## config.mk

```make
export PLATFORM = sky130hd
export DESIGN_NAME = ecpp_port_core
export DESIGN_NICKNAME = d
export VERILOG_FILES = /design/src/core/ecpp_pkg.sv /design/src/core/ecpp_port_core.sv
export SDC_FILE = /design/constraint.sdc
export NUM_CORES = 1
export LEC_CHECK = 0
export ABC_CLOCK_PERIOD_IN_PS = 13190
export BUFFER_PORTS_ARGS = -buffer_cell sky130_fd_sc_hd__buf_2
export CORE_UTILIZATION = 35
export DETAILED_ROUTE_END_ITERATION = 7
export SKIP_LAST_GASP = 1
export SLEW_MARGIN = 20
export SYNTH_ARGS = -nofsm -noshare
export SYNTH_HDL_FRONTEND = slang
export SYNTH_SLANG_ARGS = --single-unit
export TNS_END_PERCENT = 20
```

## constraint.sdc

```tcl
create_clock -name MCLK -period 13.19 [get_ports MCLK]
set_clock_uncertainty 0.2 [all_clocks]
set_input_delay 2.638 -clock MCLK [delete_from_list [all_inputs] [get_ports MCLK]]
set_output_delay 2.638 -clock MCLK [all_outputs]
set_load 0.02 [all_outputs]
```

## src/core/ecpp_pkg.sv

```systemverilog
/*
 * Constants and carrier types for the extended-capabilities parallel port
 * register set and shared FIFO.
 * Assumes a single 100 MHz clock domain and an I/O-port style register bus.
 */
package ecpp_pkg;

  // ----------------------------------------------------------------------
  // Register offsets
  // ----------------------------------------------------------------------
  localparam logic [10:0] ECPP_OFS_DATA = 11'h000;
  localparam logic [10:0] ECPP_OFS_STATUS = 11'h001;
  localparam logic [10:0] ECPP_OFS_CONTROL = 11'h002;
  localparam logic [10:0] ECPP_OFS_FIFO = 11'h400;
  localparam logic [10:0] ECPP_OFS_CFGB = 11'h401;
  localparam logic [10:0] ECPP_OFS_ECR = 11'h402;

  // ----------------------------------------------------------------------
  // Modes
  // ----------------------------------------------------------------------
  localparam logic [2:0] ECPP_MODE_SPP = 3'h0;
  localparam logic [2:0] ECPP_MODE_PS2 = 3'h1;
  localparam logic [2:0] ECPP_MODE_COMPAT_FIFO_PORT = 3'h2;
  localparam logic [2:0] ECPP_MODE_ECP = 3'h3;
  localparam logic [2:0] ECPP_MODE_EPP = 3'h4;
  localparam logic [2:0] ECPP_MODE_TEST = 3'h6;
  localparam logic [2:0] ECPP_MODE_CFG = 3'h7;

  // ----------------------------------------------------------------------
  // Field positions
  // ----------------------------------------------------------------------
  localparam int ECPP_CTL_DIR = 5;
  localparam int ECPP_CTL_ACKINT = 4;
  localparam int ECPP_CTL_SELIN = 3;
  localparam int ECPP_CTL_INIT = 2;
  localparam int ECPP_CTL_AFD = 1;
  localparam int ECPP_CTL_STB = 0;
  localparam int ECPP_ECR_MODE_LSB = 5;
  localparam int ECPP_ECR_FAULT_DIS = 4;
  localparam int ECPP_ECR_DMA_EN = 3;
  localparam int ECPP_ECR_SERV = 2;

  // ----------------------------------------------------------------------
  // Reset and fixed values
  // ----------------------------------------------------------------------
  localparam logic [5:0] ECPP_CTL_RST = 6'h00;
  localparam logic [7:0] ECPP_DATA_RST = 8'h00;
  localparam logic [2:0] ECPP_MODE_RST = 3'h0;
  localparam logic ECPP_FAULT_DIS_RST = 1'b0;
  localparam logic ECPP_DMA_EN_RST = 1'b0;
  localparam logic ECPP_SERV_RST = 1'b0;
  localparam logic [2:0] ECPP_CFGB_LOW_RST = 3'h7;
  localparam logic [7:0] ECPP_CFGA_VALUE = 8'h10;
  localparam logic [1:0] ECPP_CTL_TOP_ONES = 2'h3;
  localparam logic [2:0] ECPP_STATUS_LOW_ONES = 3'h7;
  localparam int ECPP_FIFO_DEPTH = 16;
  localparam int ECPP_WR_THRESH = 8;
  localparam int ECPP_RD_THRESH = 8;

  // ----------------------------------------------------------------------
  // Carriers
  // ----------------------------------------------------------------------
  typedef struct packed {
    logic busy;
    logic nack;
    logic perror;
    logic select;
    logic nfault;
  } ecpp_pins_in_t;

  typedef struct packed {
    logic nstrobe;
    logic nautofd;
    logic ninit;
    logic nselectin;
  } ecpp_lines_out_t;

  typedef enum logic [2:0] {
    ECPP_HS_IDLE,
    ECPP_HS_SETUP,
    ECPP_HS_STROBE,
    ECPP_HS_DONE,
    ECPP_HS_REV_WAIT,
    ECPP_HS_REV_ACK
  } ecpp_hs_t;

endpackage : ecpp_pkg

```

## src/core/ecpp_port_core.sv

```systemverilog
/*
 * Register set, shared FIFO and automatic line handshake of a host-side
 * extended-capabilities parallel port.
 * Assumes one-cycle IOR/IOW strobes on MCLK, DACK qualifying DMA cycles,
 * and asynchronous peripheral pins that are synchronised here.
 */
//
// Contract
// RULE1: Status reads inverted busy and lines, ones
// RULE2: Control top two bits read one
// RULE3: Direction ignored, output in 000/010
// RULE4: Ack rising edge interrupts when enabled
// RULE5: Control bits drive strobe, autofeed, init, select
// RULE6: Mode 010 sends FIFO bytes forward
// RULE7: Mode 011 sends or captures per direction
// RULE8: Test mode FIFO access, nothing sent
// RULE9: Config A reads 10H in mode 111
// RULE10: Config B compression zero, low three writable
// RULE11: Config B bit six shows IRQ level
// RULE12: Config B bits five-three report IRQ
// RULE13: ECR top bits select mode; 000 resets
// RULE14: Mode 001 tri-states, data reads pins
// RULE15: Address and data ports share FIFO order
// RULE16: Mode 111 maps config registers
// RULE17: ECP nFault falling edge interrupts unless disabled
// RULE18: DMA enable bit gates DMA requests
// RULE19: Service bit set by events, blocks
// RULE20: Service events on count or threshold
// RULE21: FIFO full and empty flags readable
// RULE22: One common sixteen-byte FIFO
// RULE23: Software switches modes via 000/001 only
// RULE24: FIFO disabled after reset
// RULE25: HostAck high data, low command
// RULE26: Flags from occupancy count updated per cycle
`timescale 1ns/10ps

module ecpp_port_core import ecpp_pkg::*; #(
  parameter int DEPTH = ECPP_FIFO_DEPTH,
  parameter int WR_THRESH = ECPP_WR_THRESH,
  parameter int RD_THRESH = ECPP_RD_THRESH
) (
  input wire logic MCLK,
  input wire logic RST_B,
  input wire logic [10:0] ADDR,
  input wire logic IOR,
  input wire logic IOW,
  input wire logic [7:0] DIN,
  output logic [7:0] DOUT,
  input wire logic DACK,
  input wire logic TC,
  output logic DRQ,
  output logic IRQ,
  input wire logic [2:0] IRQ_SEL,
  input wire logic IRQ_LEVEL,
  input wire ecpp_pins_in_t PINS_IN,
  input wire logic [7:0] PD_I,
  output logic [7:0] PD_O,
  output logic PD_OE,
  output ecpp_lines_out_t LINES_OUT
);

  localparam int AW = $clog2(DEPTH);
  localparam int CW = AW + 1;

  // ----------------------------------------------------------------------
  // State
  // ----------------------------------------------------------------------
  typedef struct packed {
    ecpp_pins_in_t pin1;
    ecpp_pins_in_t pin2;
    ecpp_pins_in_t pin3;
    logic [7:0] pd1;
    logic [7:0] pd2;
    logic lvl1;
    logic lvl2;
    logic [7:0] data;
    logic [5:0] ctl;
    logic [2:0] mode;
    logic fault_dis;
    logic dma_en;
    logic serv;
    logic [2:0] cfgb_low;
    logic [DEPTH-1:0][8:0] mem;
    logic [AW-1:0] rd_ptr;
    logic [AW-1:0] wr_ptr;
    logic [CW-1:0] cnt;
    ecpp_hs_t hs;
    logic [7:0] pd_out;
    logic nstb;
    logic hack;
    logic [7:0] dout;
    logic irq;
  } ecpp_state_t;

  ecpp_state_t st_q;
  ecpp_state_t st_d;
  logic rst_s1_q;
  logic rst_s2_q;

  // ----------------------------------------------------------------------
  // Reset release
  // ----------------------------------------------------------------------
  always_ff @(posedge MCLK or negedge RST_B) begin
    if (!RST_B) begin
      rst_s1_q <= 1'b0;
      rst_s2_q <= 1'b0;
    end else begin
      rst_s1_q <= 1'b1;
      rst_s2_q <= rst_s1_q;
    end
  end

  // ----------------------------------------------------------------------
  // Decoded mode terms
  // ----------------------------------------------------------------------
  logic dir;
  logic fwd_mode;
  logic rev_mode;
  logic fifo_mode;
  logic full;
  logic empty;
  logic [CW-1:0] free_cnt;

  assign dir = st_q.ctl[ECPP_CTL_DIR];
  // Compat FIFO mode is forward only, so direction is ignored there
  assign fwd_mode = (st_q.mode == ECPP_MODE_COMPAT_FIFO_PORT) ||
                    (st_q.mode == ECPP_MODE_ECP && !dir); // RULE6 RULE7
  assign rev_mode = (st_q.mode == ECPP_MODE_ECP) && dir; // RULE7
  assign fifo_mode = fwd_mode || rev_mode || (st_q.mode == ECPP_MODE_TEST);
  assign full = (st_q.cnt == CW'(DEPTH)); // RULE21 RULE26
  assign empty = (st_q.cnt == '0); // RULE21 RULE26
  assign free_cnt = CW'(DEPTH) - st_q.cnt;

  // ----------------------------------------------------------------------
  // Next state
  // ----------------------------------------------------------------------
  always_comb begin
    logic dma_cyc;
    logic fifo_wr;
    logic fifo_rd;
    logic afifo_wr;
    logic push;
    logic pop;
    logic [8:0] push_word;
    logic svc_evt;
    logic dir_eff;
    dma_cyc = DACK && (IOR || IOW);
    fifo_wr = 1'b0;
    fifo_rd = 1'b0;
    afifo_wr = 1'b0;
    push = 1'b0;
    pop = 1'b0;
    push_word = '0;
    svc_evt = 1'b0;
    dir_eff = (st_q.mode == ECPP_MODE_COMPAT_FIFO_PORT) ? 1'b0 : dir;
    st_d = st_q;
    st_d.irq = 1'b0;

    // Pin synchronisers; only stage two onward is looked at
    st_d.pin1 = PINS_IN;
    st_d.pin2 = st_q.pin1;
    st_d.pin3 = st_q.pin2;
    st_d.pd1 = PD_I;
    st_d.pd2 = st_q.pd1;
    st_d.lvl1 = IRQ_LEVEL;
    st_d.lvl2 = st_q.lvl1;

    // Host and DMA FIFO port access; DMA always targets the data FIFO
    if (IOW && (DACK || ADDR == ECPP_OFS_FIFO)) begin
      fifo_wr = fwd_mode || (st_q.mode == ECPP_MODE_TEST); // RULE6 RULE8
    end
    if (IOR && (DACK || ADDR == ECPP_OFS_FIFO)) begin
      fifo_rd = rev_mode || (st_q.mode == ECPP_MODE_TEST); // RULE7 RULE8
    end
    afifo_wr = IOW && !DACK && ADDR == ECPP_OFS_DATA &&
               st_q.mode == ECPP_MODE_ECP && !dir; // RULE15

    if (fifo_wr || afifo_wr) begin
      push = 1'b1;
      push_word = {afifo_wr, DIN}; // RULE15
    end
    if (fifo_rd) begin
      pop = 1'b1;
    end

    // Register writes
    if (IOW && !DACK) begin
      unique case (ADDR)
        ECPP_OFS_DATA: begin
          if (st_q.mode == ECPP_MODE_SPP || st_q.mode == ECPP_MODE_PS2) begin
            st_d.data = DIN;
          end
        end
        ECPP_OFS_CONTROL: begin
          st_d.ctl = DIN[5:0]; // RULE2
        end
        ECPP_OFS_CFGB: begin
          if (st_q.mode == ECPP_MODE_CFG) begin
            st_d.cfgb_low = DIN[2:0]; // RULE10
          end
        end
        ECPP_OFS_ECR: begin
          st_d.mode = DIN[ECPP_ECR_MODE_LSB +: 3]; // RULE13
          st_d.fault_dis = DIN[ECPP_ECR_FAULT_DIS]; // RULE17
          st_d.dma_en = DIN[ECPP_ECR_DMA_EN]; // RULE18
          st_d.serv = DIN[ECPP_ECR_SERV]; // RULE19
        end
        default: begin
        end
      endcase
    end

    // Line handshake
    unique case (st_q.hs)
      ECPP_HS_IDLE: begin
        st_d.nstb = 1'b1;
        if (fwd_mode && !empty && !st_q.pin2.busy) begin
          st_d.pd_out = st_q.mem[st_q.rd_ptr][7:0]; // RULE6 RULE7
          // Commands leave with HostAck low, data with it high
          st_d.hack = !st_q.mem[st_q.rd_ptr][8]; // RULE25
          pop = 1'b1;
          st_d.hs = ECPP_HS_SETUP;
        end else if (rev_mode) begin
          st_d.hack = 1'b0;
          st_d.hs = ECPP_HS_REV_WAIT;
        end else begin
          st_d.hack = 1'b1;
        end
      end
      ECPP_HS_SETUP: begin
        // One cycle of data setup before the strobe falls
        st_d.nstb = 1'b0;
        st_d.hs = ECPP_HS_STROBE;
      end
      ECPP_HS_STROBE: begin
        if (st_q.pin2.busy) begin
          st_d.nstb = 1'b1;
          st_d.hs = ECPP_HS_DONE;
        end
      end
      ECPP_HS_DONE: begin
        if (!st_q.pin2.busy) begin
          st_d.hack = 1'b1;
          st_d.hs = ECPP_HS_IDLE;
        end
      end
      ECPP_HS_REV_WAIT: begin
        if (!rev_mode) begin
          st_d.hack = 1'b1;
          st_d.hs = ECPP_HS_IDLE;
        end else if (!st_q.pin2.nack && !full) begin
          // Capture while PeriphClk is low; busy low tags a command
          push = 1'b1;
          push_word = {!st_q.pin2.busy, st_q.pd2}; // RULE7
          st_d.hack = 1'b1;
          st_d.hs = ECPP_HS_REV_ACK;
        end
      end
      ECPP_HS_REV_ACK: begin
        if (st_q.pin2.nack) begin
          st_d.hack = 1'b0;
          st_d.hs = ECPP_HS_REV_WAIT;
        end
      end
    endcase

    // Shared FIFO, one push and one pop per cycle at most
    push = push && !full;
    pop = pop && !empty;
    if (push) begin
      st_d.mem[st_q.wr_ptr] = push_word; // RULE22
      st_d.wr_ptr = st_q.wr_ptr + AW'(1);
    end
    if (pop) begin
      st_d.rd_ptr = st_q.rd_ptr + AW'(1);
    end
    st_d.cnt = st_q.cnt + CW'(push) - CW'(pop); // RULE26

    // Standard mode holds the FIFO cleared, which also covers reset
    if (st_q.mode == ECPP_MODE_SPP) begin
      st_d.rd_ptr = '0; // RULE13 RULE24
      st_d.wr_ptr = '0;
      st_d.cnt = '0;
      st_d.hs = ECPP_HS_IDLE;
      st_d.nstb = 1'b1;
      st_d.hack = 1'b1;
    end

    // Service events; set wins over a same-cycle software clear
    if (!st_q.serv && fifo_mode) begin
      if (st_q.dma_en) begin
        svc_evt = dma_cyc && TC; // RULE20
      end else if (!dir_eff) begin
        svc_evt = free_cnt >= CW'(WR_THRESH); // RULE20
      end else begin
        svc_evt = st_q.cnt >= CW'(RD_THRESH); // RULE20
      end
    end
    if (svc_evt) begin
      st_d.serv = 1'b1; // RULE19
    end

    // Interrupt pulses
    if (svc_evt) begin
      st_d.irq = 1'b1; // RULE19
    end
    if (st_q.ctl[ECPP_CTL_ACKINT] && st_q.pin2.nack && !st_q.pin3.nack) begin
      st_d.irq = 1'b1; // RULE4
    end
    if (st_q.mode == ECPP_MODE_ECP && !st_q.fault_dis &&
        !st_q.pin2.nfault && st_q.pin3.nfault) begin
      st_d.irq = 1'b1; // RULE17
    end

    // Read data
    if (IOR) begin
      st_d.dout = 8'h00;
      if (fifo_rd) begin
        st_d.dout = st_q.mem[st_q.rd_ptr][7:0];
      end else if (!DACK) begin
        unique case (ADDR)
          ECPP_OFS_DATA: begin
            // PS/2 mode reads the pins, standard mode the latch
            st_d.dout = (st_q.mode == ECPP_MODE_PS2) ? st_q.pd2 :
                        st_q.data; // RULE14
          end
          ECPP_OFS_STATUS: begin
            st_d.dout = {!st_q.pin2.busy, st_q.pin2.nack,
                         st_q.pin2.perror, st_q.pin2.select,
                         st_q.pin2.nfault, ECPP_STATUS_LOW_ONES}; // RULE1
          end
          ECPP_OFS_CONTROL: begin
            st_d.dout = {ECPP_CTL_TOP_ONES, st_q.ctl}; // RULE2
          end
          ECPP_OFS_FIFO: begin
            if (st_q.mode == ECPP_MODE_CFG) begin
              st_d.dout = ECPP_CFGA_VALUE; // RULE9 RULE16
            end
          end
          ECPP_OFS_CFGB: begin
            if (st_q.mode == ECPP_MODE_CFG) begin
              st_d.dout = {1'b0, st_q.lvl2, IRQ_SEL,
                           st_q.cfgb_low}; // RULE10 RULE11 RULE12 RULE16
            end
          end
          ECPP_OFS_ECR: begin
            st_d.dout = {st_q.mode, st_q.fault_dis, st_q.dma_en,
                         st_q.serv, full, empty}; // RULE21
          end
          default: begin
          end
        endcase
      end
    end
  end

  // ----------------------------------------------------------------------
  // State register
  // ----------------------------------------------------------------------
  always_ff @(posedge MCLK or negedge rst_s2_q) begin
    if (!rst_s2_q) begin
      st_q <= '0;
      st_q.pin1 <= '1;
      st_q.pin2 <= '1;
      st_q.pin3 <= '1;
      st_q.data <= ECPP_DATA_RST;
      st_q.ctl <= ECPP_CTL_RST;
      st_q.mode <= ECPP_MODE_RST; // RULE24
      st_q.fault_dis <= ECPP_FAULT_DIS_RST;
      st_q.dma_en <= ECPP_DMA_EN_RST;
      st_q.serv <= ECPP_SERV_RST;
      st_q.cfgb_low <= ECPP_CFGB_LOW_RST;
      st_q.hs <= ECPP_HS_IDLE;
      st_q.nstb <= 1'b1;
      st_q.hack <= 1'b1;
    end else begin
      st_q <= st_d;
    end
  end

  // ----------------------------------------------------------------------
  // Outputs
  // ----------------------------------------------------------------------
  // Requests stop while the service bit is set; software re-arms it
  assign DRQ = st_q.dma_en && !st_q.serv && fifo_mode &&
               (st_q.ctl[ECPP_CTL_DIR] && st_q.mode != ECPP_MODE_COMPAT_FIFO_PORT ?
                !empty : !full); // RULE18 RULE19
  assign IRQ = st_q.irq;
  assign DOUT = st_q.dout;

  always_comb begin
    if (fwd_mode) begin
      PD_O = st_q.pd_out;
    end else if (st_q.mode == ECPP_MODE_TEST) begin
      PD_O = st_q.mem[st_q.rd_ptr][7:0]; // RULE8
    end else begin
      PD_O = st_q.data;
    end
  end

  assign PD_OE = (st_q.mode == ECPP_MODE_SPP ||
                  st_q.mode == ECPP_MODE_COMPAT_FIFO_PORT) ? 1'b1 : !dir; // RULE3 RULE14

  assign LINES_OUT.nstrobe = fwd_mode ? st_q.nstb :
                             !st_q.ctl[ECPP_CTL_STB]; // RULE5
  assign LINES_OUT.nautofd = (st_q.mode == ECPP_MODE_ECP) ? st_q.hack :
                             !st_q.ctl[ECPP_CTL_AFD]; // RULE5 RULE25
  assign LINES_OUT.ninit = st_q.ctl[ECPP_CTL_INIT]; // RULE5
  assign LINES_OUT.nselectin = !st_q.ctl[ECPP_CTL_SELIN]; // RULE5

endmodule : ecpp_port_core

```

Word-level counts from Yosys, hierarchy flattened

Index checks and enable logic that the tools add are counted.
Widths: inputs -> output; s select.

Output and inout bits: 23
Register bits after elaboration: 234
Word-level logic and storage cells: 214
Input bits: 42

Equal/unequal tests: 22
Reduce and logical (&&, ||, !) cells: 69
Multiplexer cells: 63
$add $sub $neg: 5
Magnitude comparators: 5

Operators with widths:

| cell                 | count |
|---|---|
| $bwmux 144           | 1 |
| $mux 9               | 6 |
| $pmux 8 s6           | 1 |
| $mux 8               | 5 |
| $bmux 9 s4           | 1 |
| $demux 9 s4          | 1 |
| $eq 11x11->1 const B | 3 |
| $mux 1               | 29 |
| $mux 3               | 9 |
| $logic_and 1x1->1    | 26 |
| $pmux 3 s6           | 1 |
| $mux 16              | 1 |
| $logic_not 1->1      | 14 |
| $eq 3x2->1 const B   | 4 |
| $eq 3x3->1 const B   | 4 |
| $mux 4               | 3 |
| $eq 11x1->1 const B  | 1 |
| $eq 11x2->1 const B  | 1 |
| $logic_not 11->1     | 1 |
| $ge 5x4->1 const B   | 2 |
| $logic_or 1x1->1     | 10 |
| $lt 4x5->1 const B   | 2 |
| $reduce_and 2->1     | 5 |
| $ne 3x3->1 const B   | 3 |
| other kinds (22)     | 30 |

Logic depth before layout (Yosys ltp)

Depth in word-level cells: 14
Gate-level depth with buffers: 17
Gate-level depth less buffers: 16

Worst setup path after synthesis

No wires, ideal clock.

Path type: input to register
Start: in ADDR[1]
End: reg st_q[26] (netlist bit)
Data required time: 12912 ps
Setup time: 78 ps
Arrival time: 5423 ps
Slack: 7489 ps
Path buffers: 1
Stages on the path: 13
Cell sequence: clkbuf_1 > nor2_1 > nand4b_1 > o41a_1 > a21o_1 > ha_1 > inv_1 > ha_1 > fa_1 > a21oi_1 > nor2_1 > or3_1 > a21oi_1

RTL lines:

| element              | RTL line              | text |
|---|---|---|
| start, declared      | ecpp_port_core.sv:44  | `input wire logic [10:0] ADDR,` |
| end signal, assigned | ecpp_port_core.sv:377 | `st_q <= st_d;` |
| end, declared        | ecpp_port_core.sv:95  | `ecpp_state_t st_q;` |

Worst setup path after layout

Start: reg st_q[31] (netlist bit)
End: out PD_O[0]

Longest elaborated chain between the ends: 4

Ends and longest elaborated chain:

| element                      | RTL line              | text |
|---|---|---|
| $bmux 9 s4                   | ecpp_port_core.sv:395 | `PD_O = st_q.mem[st_q.rd_ptr][7:0];` |
| $mux 9 (implied by the code) | ecpp_port_core.sv:395 |  |
| $mux 8                       | ecpp_port_core.sv:394 | `end else if (st_q.mode == ECPP_MODE_TEST) begin` |
| $mux 8                       | ecpp_port_core.sv:392 | `if (fwd_mode) begin` |
| end, declared                | ecpp_port_core.sv:57  | `output logic [7:0] PD_O,` |

Every way passes these cells. The select of a mux whose other input is x is not followed.

==> impl_metrics.prom <==
# TYPE chip_impl_metric gauge
chip_impl_metric{name="first_global_vias",unit=""} 7953
chip_impl_info{name="launch_instance_of_the_worst_min_delay_path",value="rst_s1_q"} 1
chip_impl_metric{name="initialDrtViolationCount",unit=""} 673
chip_impl_info{name="yosys-top-cells-area",value="sky130_fd_sc_hd__dfrtp_1 49%, sky130_fd_sc_hd__a2bb2oi_1 11%, sky130_fd_sc_hd__mux2_2 4.4%"} 1
chip_impl_metric{name="utilization_after_layout",unit="%"} 40.4
chip_impl_metric{name="tightestPinTransition",unit="ns"} 1.13
chip_impl_metric{name="grt_first_pass_wirelength",unit="mm"} 48.5
chip_impl_metric{name="post-cts-setup-buffers",unit=""} 0
chip_impl_metric{name="async_flop_share",unit="%"} 100
chip_impl_info{name="hp-class",value="reg -> reg"} 1
chip_impl_metric{name="postRouteWirelength",unit="mm"} 30.9
chip_impl_info{name="worst_path_max_delay_cell",value="sky130_fd_sc_hd__buf_4"} 1
chip_impl_info{name="worst_setup_path_start_kind",value="flop"} 1
chip_impl_metric{name="rd_place_congestion",unit=""} 0.924
chip_impl_metric{name="cp_data_arrival_time",unit="ns"} 3.25
chip_impl_metric{name="drt_pass1_iterations",unit=""} 5
chip_impl_metric{name="cap_viol_max_count",unit=""} 0
chip_impl_metric{name="grt_max_degree",unit=""} 167
chip_impl_info{name="synth_common_cells",value="217 x sky130_fd_sc_hd__dfrtp_1, 144 x sky130_fd_sc_hd__a2bb2oi_1, 43 x sky130_fd_sc_hd__mux2_2, 43 x sky130_fd_sc_hd__nand2_1, 37 x sky130_fd_sc_hd__mux2i_1"} 1
chip_impl_metric{name="worst_skew_pair.late_latency",unit="ns"} 0.53
chip_impl_metric{name="grt_antenna_before_repair",unit=""} 0
chip_impl_metric{name="max-vdd-ir-drop",unit="µV"} 79.3
chip_impl_metric{name="filler_cell_count",unit=""} 2975
chip_impl_info{name="outcome",value="completed"} 1
chip_impl_metric{name="place.detailed.hpwl",unit="mm"} 20.3
chip_impl_metric{name="synth_enable_flop_cells",unit=""} 0
chip_impl_metric{name="synth_cell_type_count",unit=""} 65
chip_impl_info{name="tritoncts_clock_tree",value="done"} 1
chip_impl_info{name="ctsRootBufferMaster",value="sky130_fd_sc_hd__clkbuf_16"} 1
chip_impl_metric{name="nNetsFinal",unit=""} 1000
chip_impl_metric{name="synthesis.area",unit="mm²"} 0.0111
chip_impl_metric{name="floorplan.die_area",unit="mm²"} 0.0324
chip_impl_metric{name="cts_buffer_depth",unit=""} 3
chip_impl_info{name="timing.critical_path.cells",value="buf_4, mux2i_1, a221oi_1, a22oi_1, nand2_1, a21o_1, buf_2"} 1
chip_impl_metric{name="number_of_nets_in_the_synthesized_netlist",unit=""} 968
chip_impl_metric{name="report.final.setup_viol",unit=""} 0
chip_impl_metric{name="setup-tns-final",unit="ns"} 0
chip_impl_metric{name="clock_transition_at_the_register_clock_pins_on_the_worst_setup_and_hold_paths_after_cts",unit="ns"} 0.06
chip_impl_info{name="biggest_area_consumer_among_synthesized_cells",value="sky130_fd_sc_hd__dfrtp_1"} 1
chip_impl_metric{name="grt_overflow_total",unit=""} 0
chip_impl_metric{name="post-synth-top-area-fraction",unit="%"} 48.9
chip_impl_metric{name="required",unit="ns"} 10.35
chip_impl_metric{name="grt.total_usage",unit="%"} 19.0
chip_impl_metric{name="synthCells",unit=""} 908
chip_impl_info{name="synth-main-ff-cell",value="sky130_fd_sc_hd__dfrtp_1"} 1
chip_impl_metric{name="timing.max_slew.rel_slack",unit="%"} 25.0
chip_impl_metric{name="die_width",unit="µm"} 180
chip_impl_metric{name="synth_seq_area_share",unit="%"} 52.9
chip_impl_metric{name="core",unit="mm²"} 0.0309
chip_impl_info{name="crit_path_start",value="st_q[31]"} 1
chip_impl_metric{name="critPathMaxFanout",unit=""} 55
chip_impl_metric{name="slew_violations",unit=""} 0
chip_impl_info{name="path_class",value="reg -> out"} 1
chip_impl_metric{name="yosys_warnings",unit=""} 0
chip_impl_metric{name="number_of_failing_hold_endpoints_at_the_final_stage",unit=""} 0
chip_impl_metric{name="total_clock_sinks",unit=""} 234
chip_impl_metric{name="numCtsBuffers",unit=""} 25
chip_impl_metric{name="route.detailed.wl_per_inst",unit="µm"} 22.8
chip_impl_metric{name="areaGrowthSynthToFinish",unit="%"} 12.6
chip_impl_metric{name="syn_area_per_cell",unit="µm²"} 12.2
chip_impl_metric{name="die_h",unit="µm"} 180
chip_impl_metric{name="fp_rows",unit=""} 64
chip_impl_info{name="worstSetupEndpointType",value="primary output"} 1
chip_impl_metric{name="routed_vias_inst",unit=""} 5.83
chip_impl_metric{name="timing.fmax",unit="MHz"} 164
chip_impl_metric{name="leakage",unit="nW"} 5.54
chip_impl_metric{name="final_min_period_over_clock_period",unit="%"} 46.2
chip_impl_metric{name="timing.critical_path.slowest_cell_delay",unit="ns"} 0.74
chip_impl_metric{name="p_per_area",unit="mW/mm²"} 117
chip_impl_info{name="critical_path.reg2reg.startpoint",value="st_q[24]"} 1
chip_impl_metric{name="cts.htree.levels",unit=""} 1
chip_impl_metric{name="io_buffers",unit=""} 64
chip_impl_metric{name="io-pin-count",unit=""} 65
chip_impl_metric{name="postCtsHoldBufs",unit=""} 0
chip_impl_metric{name="drc",unit=""} 0
chip_impl_info{name="synthMostInstantiatedCell",value="sky130_fd_sc_hd__dfrtp_1"} 1
chip_impl_metric{name="vias",unit=""} 7903
chip_impl_metric{name="ys_seq_elements",unit=""} 234
chip_impl_info{name="grt_setup_unrepaired",value="no"} 1
chip_impl_metric{name="postCtsResizedCells",unit=""} 0
chip_impl_metric{name="floorplan.initialDensity",unit="%"} 35.9
chip_impl_metric{name="ant_nets",unit=""} 0
chip_impl_metric{name="drive_gt1_share",unit="%"} 22.7
chip_impl_metric{name="antenna-diode-count",unit=""} 0
chip_impl_metric{name="period_minus_slack",unit="ns"} 6.09
cells by family after synthesis:
| logic type | count (synthesis) | share of synthesized area, % |
|---|---|---|
| AO/OA/AOI/OAI | 309 | 21.9 |
| XOR/XNOR | 4 | 0.316 |
| adder cells (fa/ha/maj) | 18 | 2.10 |
| buffers and inverters | 92 | 3.82 |
| flip-flops | 234 | 52.9 |
| multiplexers | 100 | 11.8 |
| other | 1 | 0.0338 |
| AND/OR/NAND/NOR | 150 | 7.11 |
worst paths after layout:
path | slack (ns) | to | cells after the start
max | 7.10 | PD_O[0] | 7
min | 0.15 | rst_s2_q | 0
max reg2reg | 8.61 | st_q[26] | 16
min reg2reg | 0.15 | rst_s2_q | 0
max in group asynchronous | 11.00 | rst_s2_q | 1
min in group asynchronous | 0.23 | st_q[127] | 0
metal layers:
layer	track usage, %	routed length (µm)	vias to the layer above
met4	5.23	838	0
met5	0	0	-
li1	-	-	3527
met1	27.2	14400	4072
met2	29.6	14000	251
met3	3.46	1570	53
registers in the layout (all words and copies together), names as in the netlist:
name	count
st_d	19
DOUT	8
st_q	202
rst_s1_q	1
rst_s2_q	1
LINES_OUT	1
dir	1
IRQ	1
cells in the final DEF, fill, tap and decap left out, drive strengths merged, types with 6 or more instances in the layout:
cell type / n
dfrtp: 217
a2bb2oi: 144
buf: 77
nand2: 43
mux2: 43
mux2i: 37
o21ai: 37
a21oi: 36
clkbuf: 32
nor2: 24
and2: 20
mux4: 20
inv: 20
ha: 17
dfstp: 17
a21o: 15
nor3: 13
o22ai: 13
a22oi: 12
nand2b: 9
clkinv: 9
a221oi: 8
a22o: 8
nand3: 7
nor3b: 6
a221o: 6
nor2b: 6
metrics by stage:
stage | cells | cell area (µm²) | worst slack (ns) | power [W] | hold slack [ns]
finish | 1355 | 12500 | 7.10 | 0.00147 | 0.150
global route | 1355 | 12500 | 6.86 | 0.00151 | 0.160
CTS | 1355 | 12500 | 7.01 | 0.00148 | 0.152
detailed placement | 1309 | 11700 | 7.06 | 0.000782 | 0.138
global placement | 1309 | 11700 | 7.09 | 0.000782 | 0.133
floorplan | 908 | 11100 | 6.02 | 0.000763 | 0.131
critical path: cells and delay by family (launching register included):
kind / cells / cell delay [ns]
buffers and inverters: 2 / 0.91
flip-flops: 1 / 0.34
multiplexers: 1 / 0.25
AO/OA/AOI/OAI: 3 / 0.93
AND/OR/NAND/NOR: 1 / 0.23
where the power goes:
part / internal [W] / switching (W) / total, W
Clock: 0.000397 / 0.000302 / 0.000699
Combinational: 0.0000110 / 0.0000235 / 0.0000345
Sequential: 0.000726 / 0.00000827 / 0.000734
layout make-up:
cell class,instances,area (µm²),share of cell area (%)
repair buffers,77,430,3.44
clock buffers,32,702,5.61
inverters,20,75.1,0.600
clock inverters,14,113,0.901
well taps,396,495,3.96
multi-input cells,582,4800,38.4
flip-flops and latches,234,5880,47.0
(Power assumes the default switching activity.)
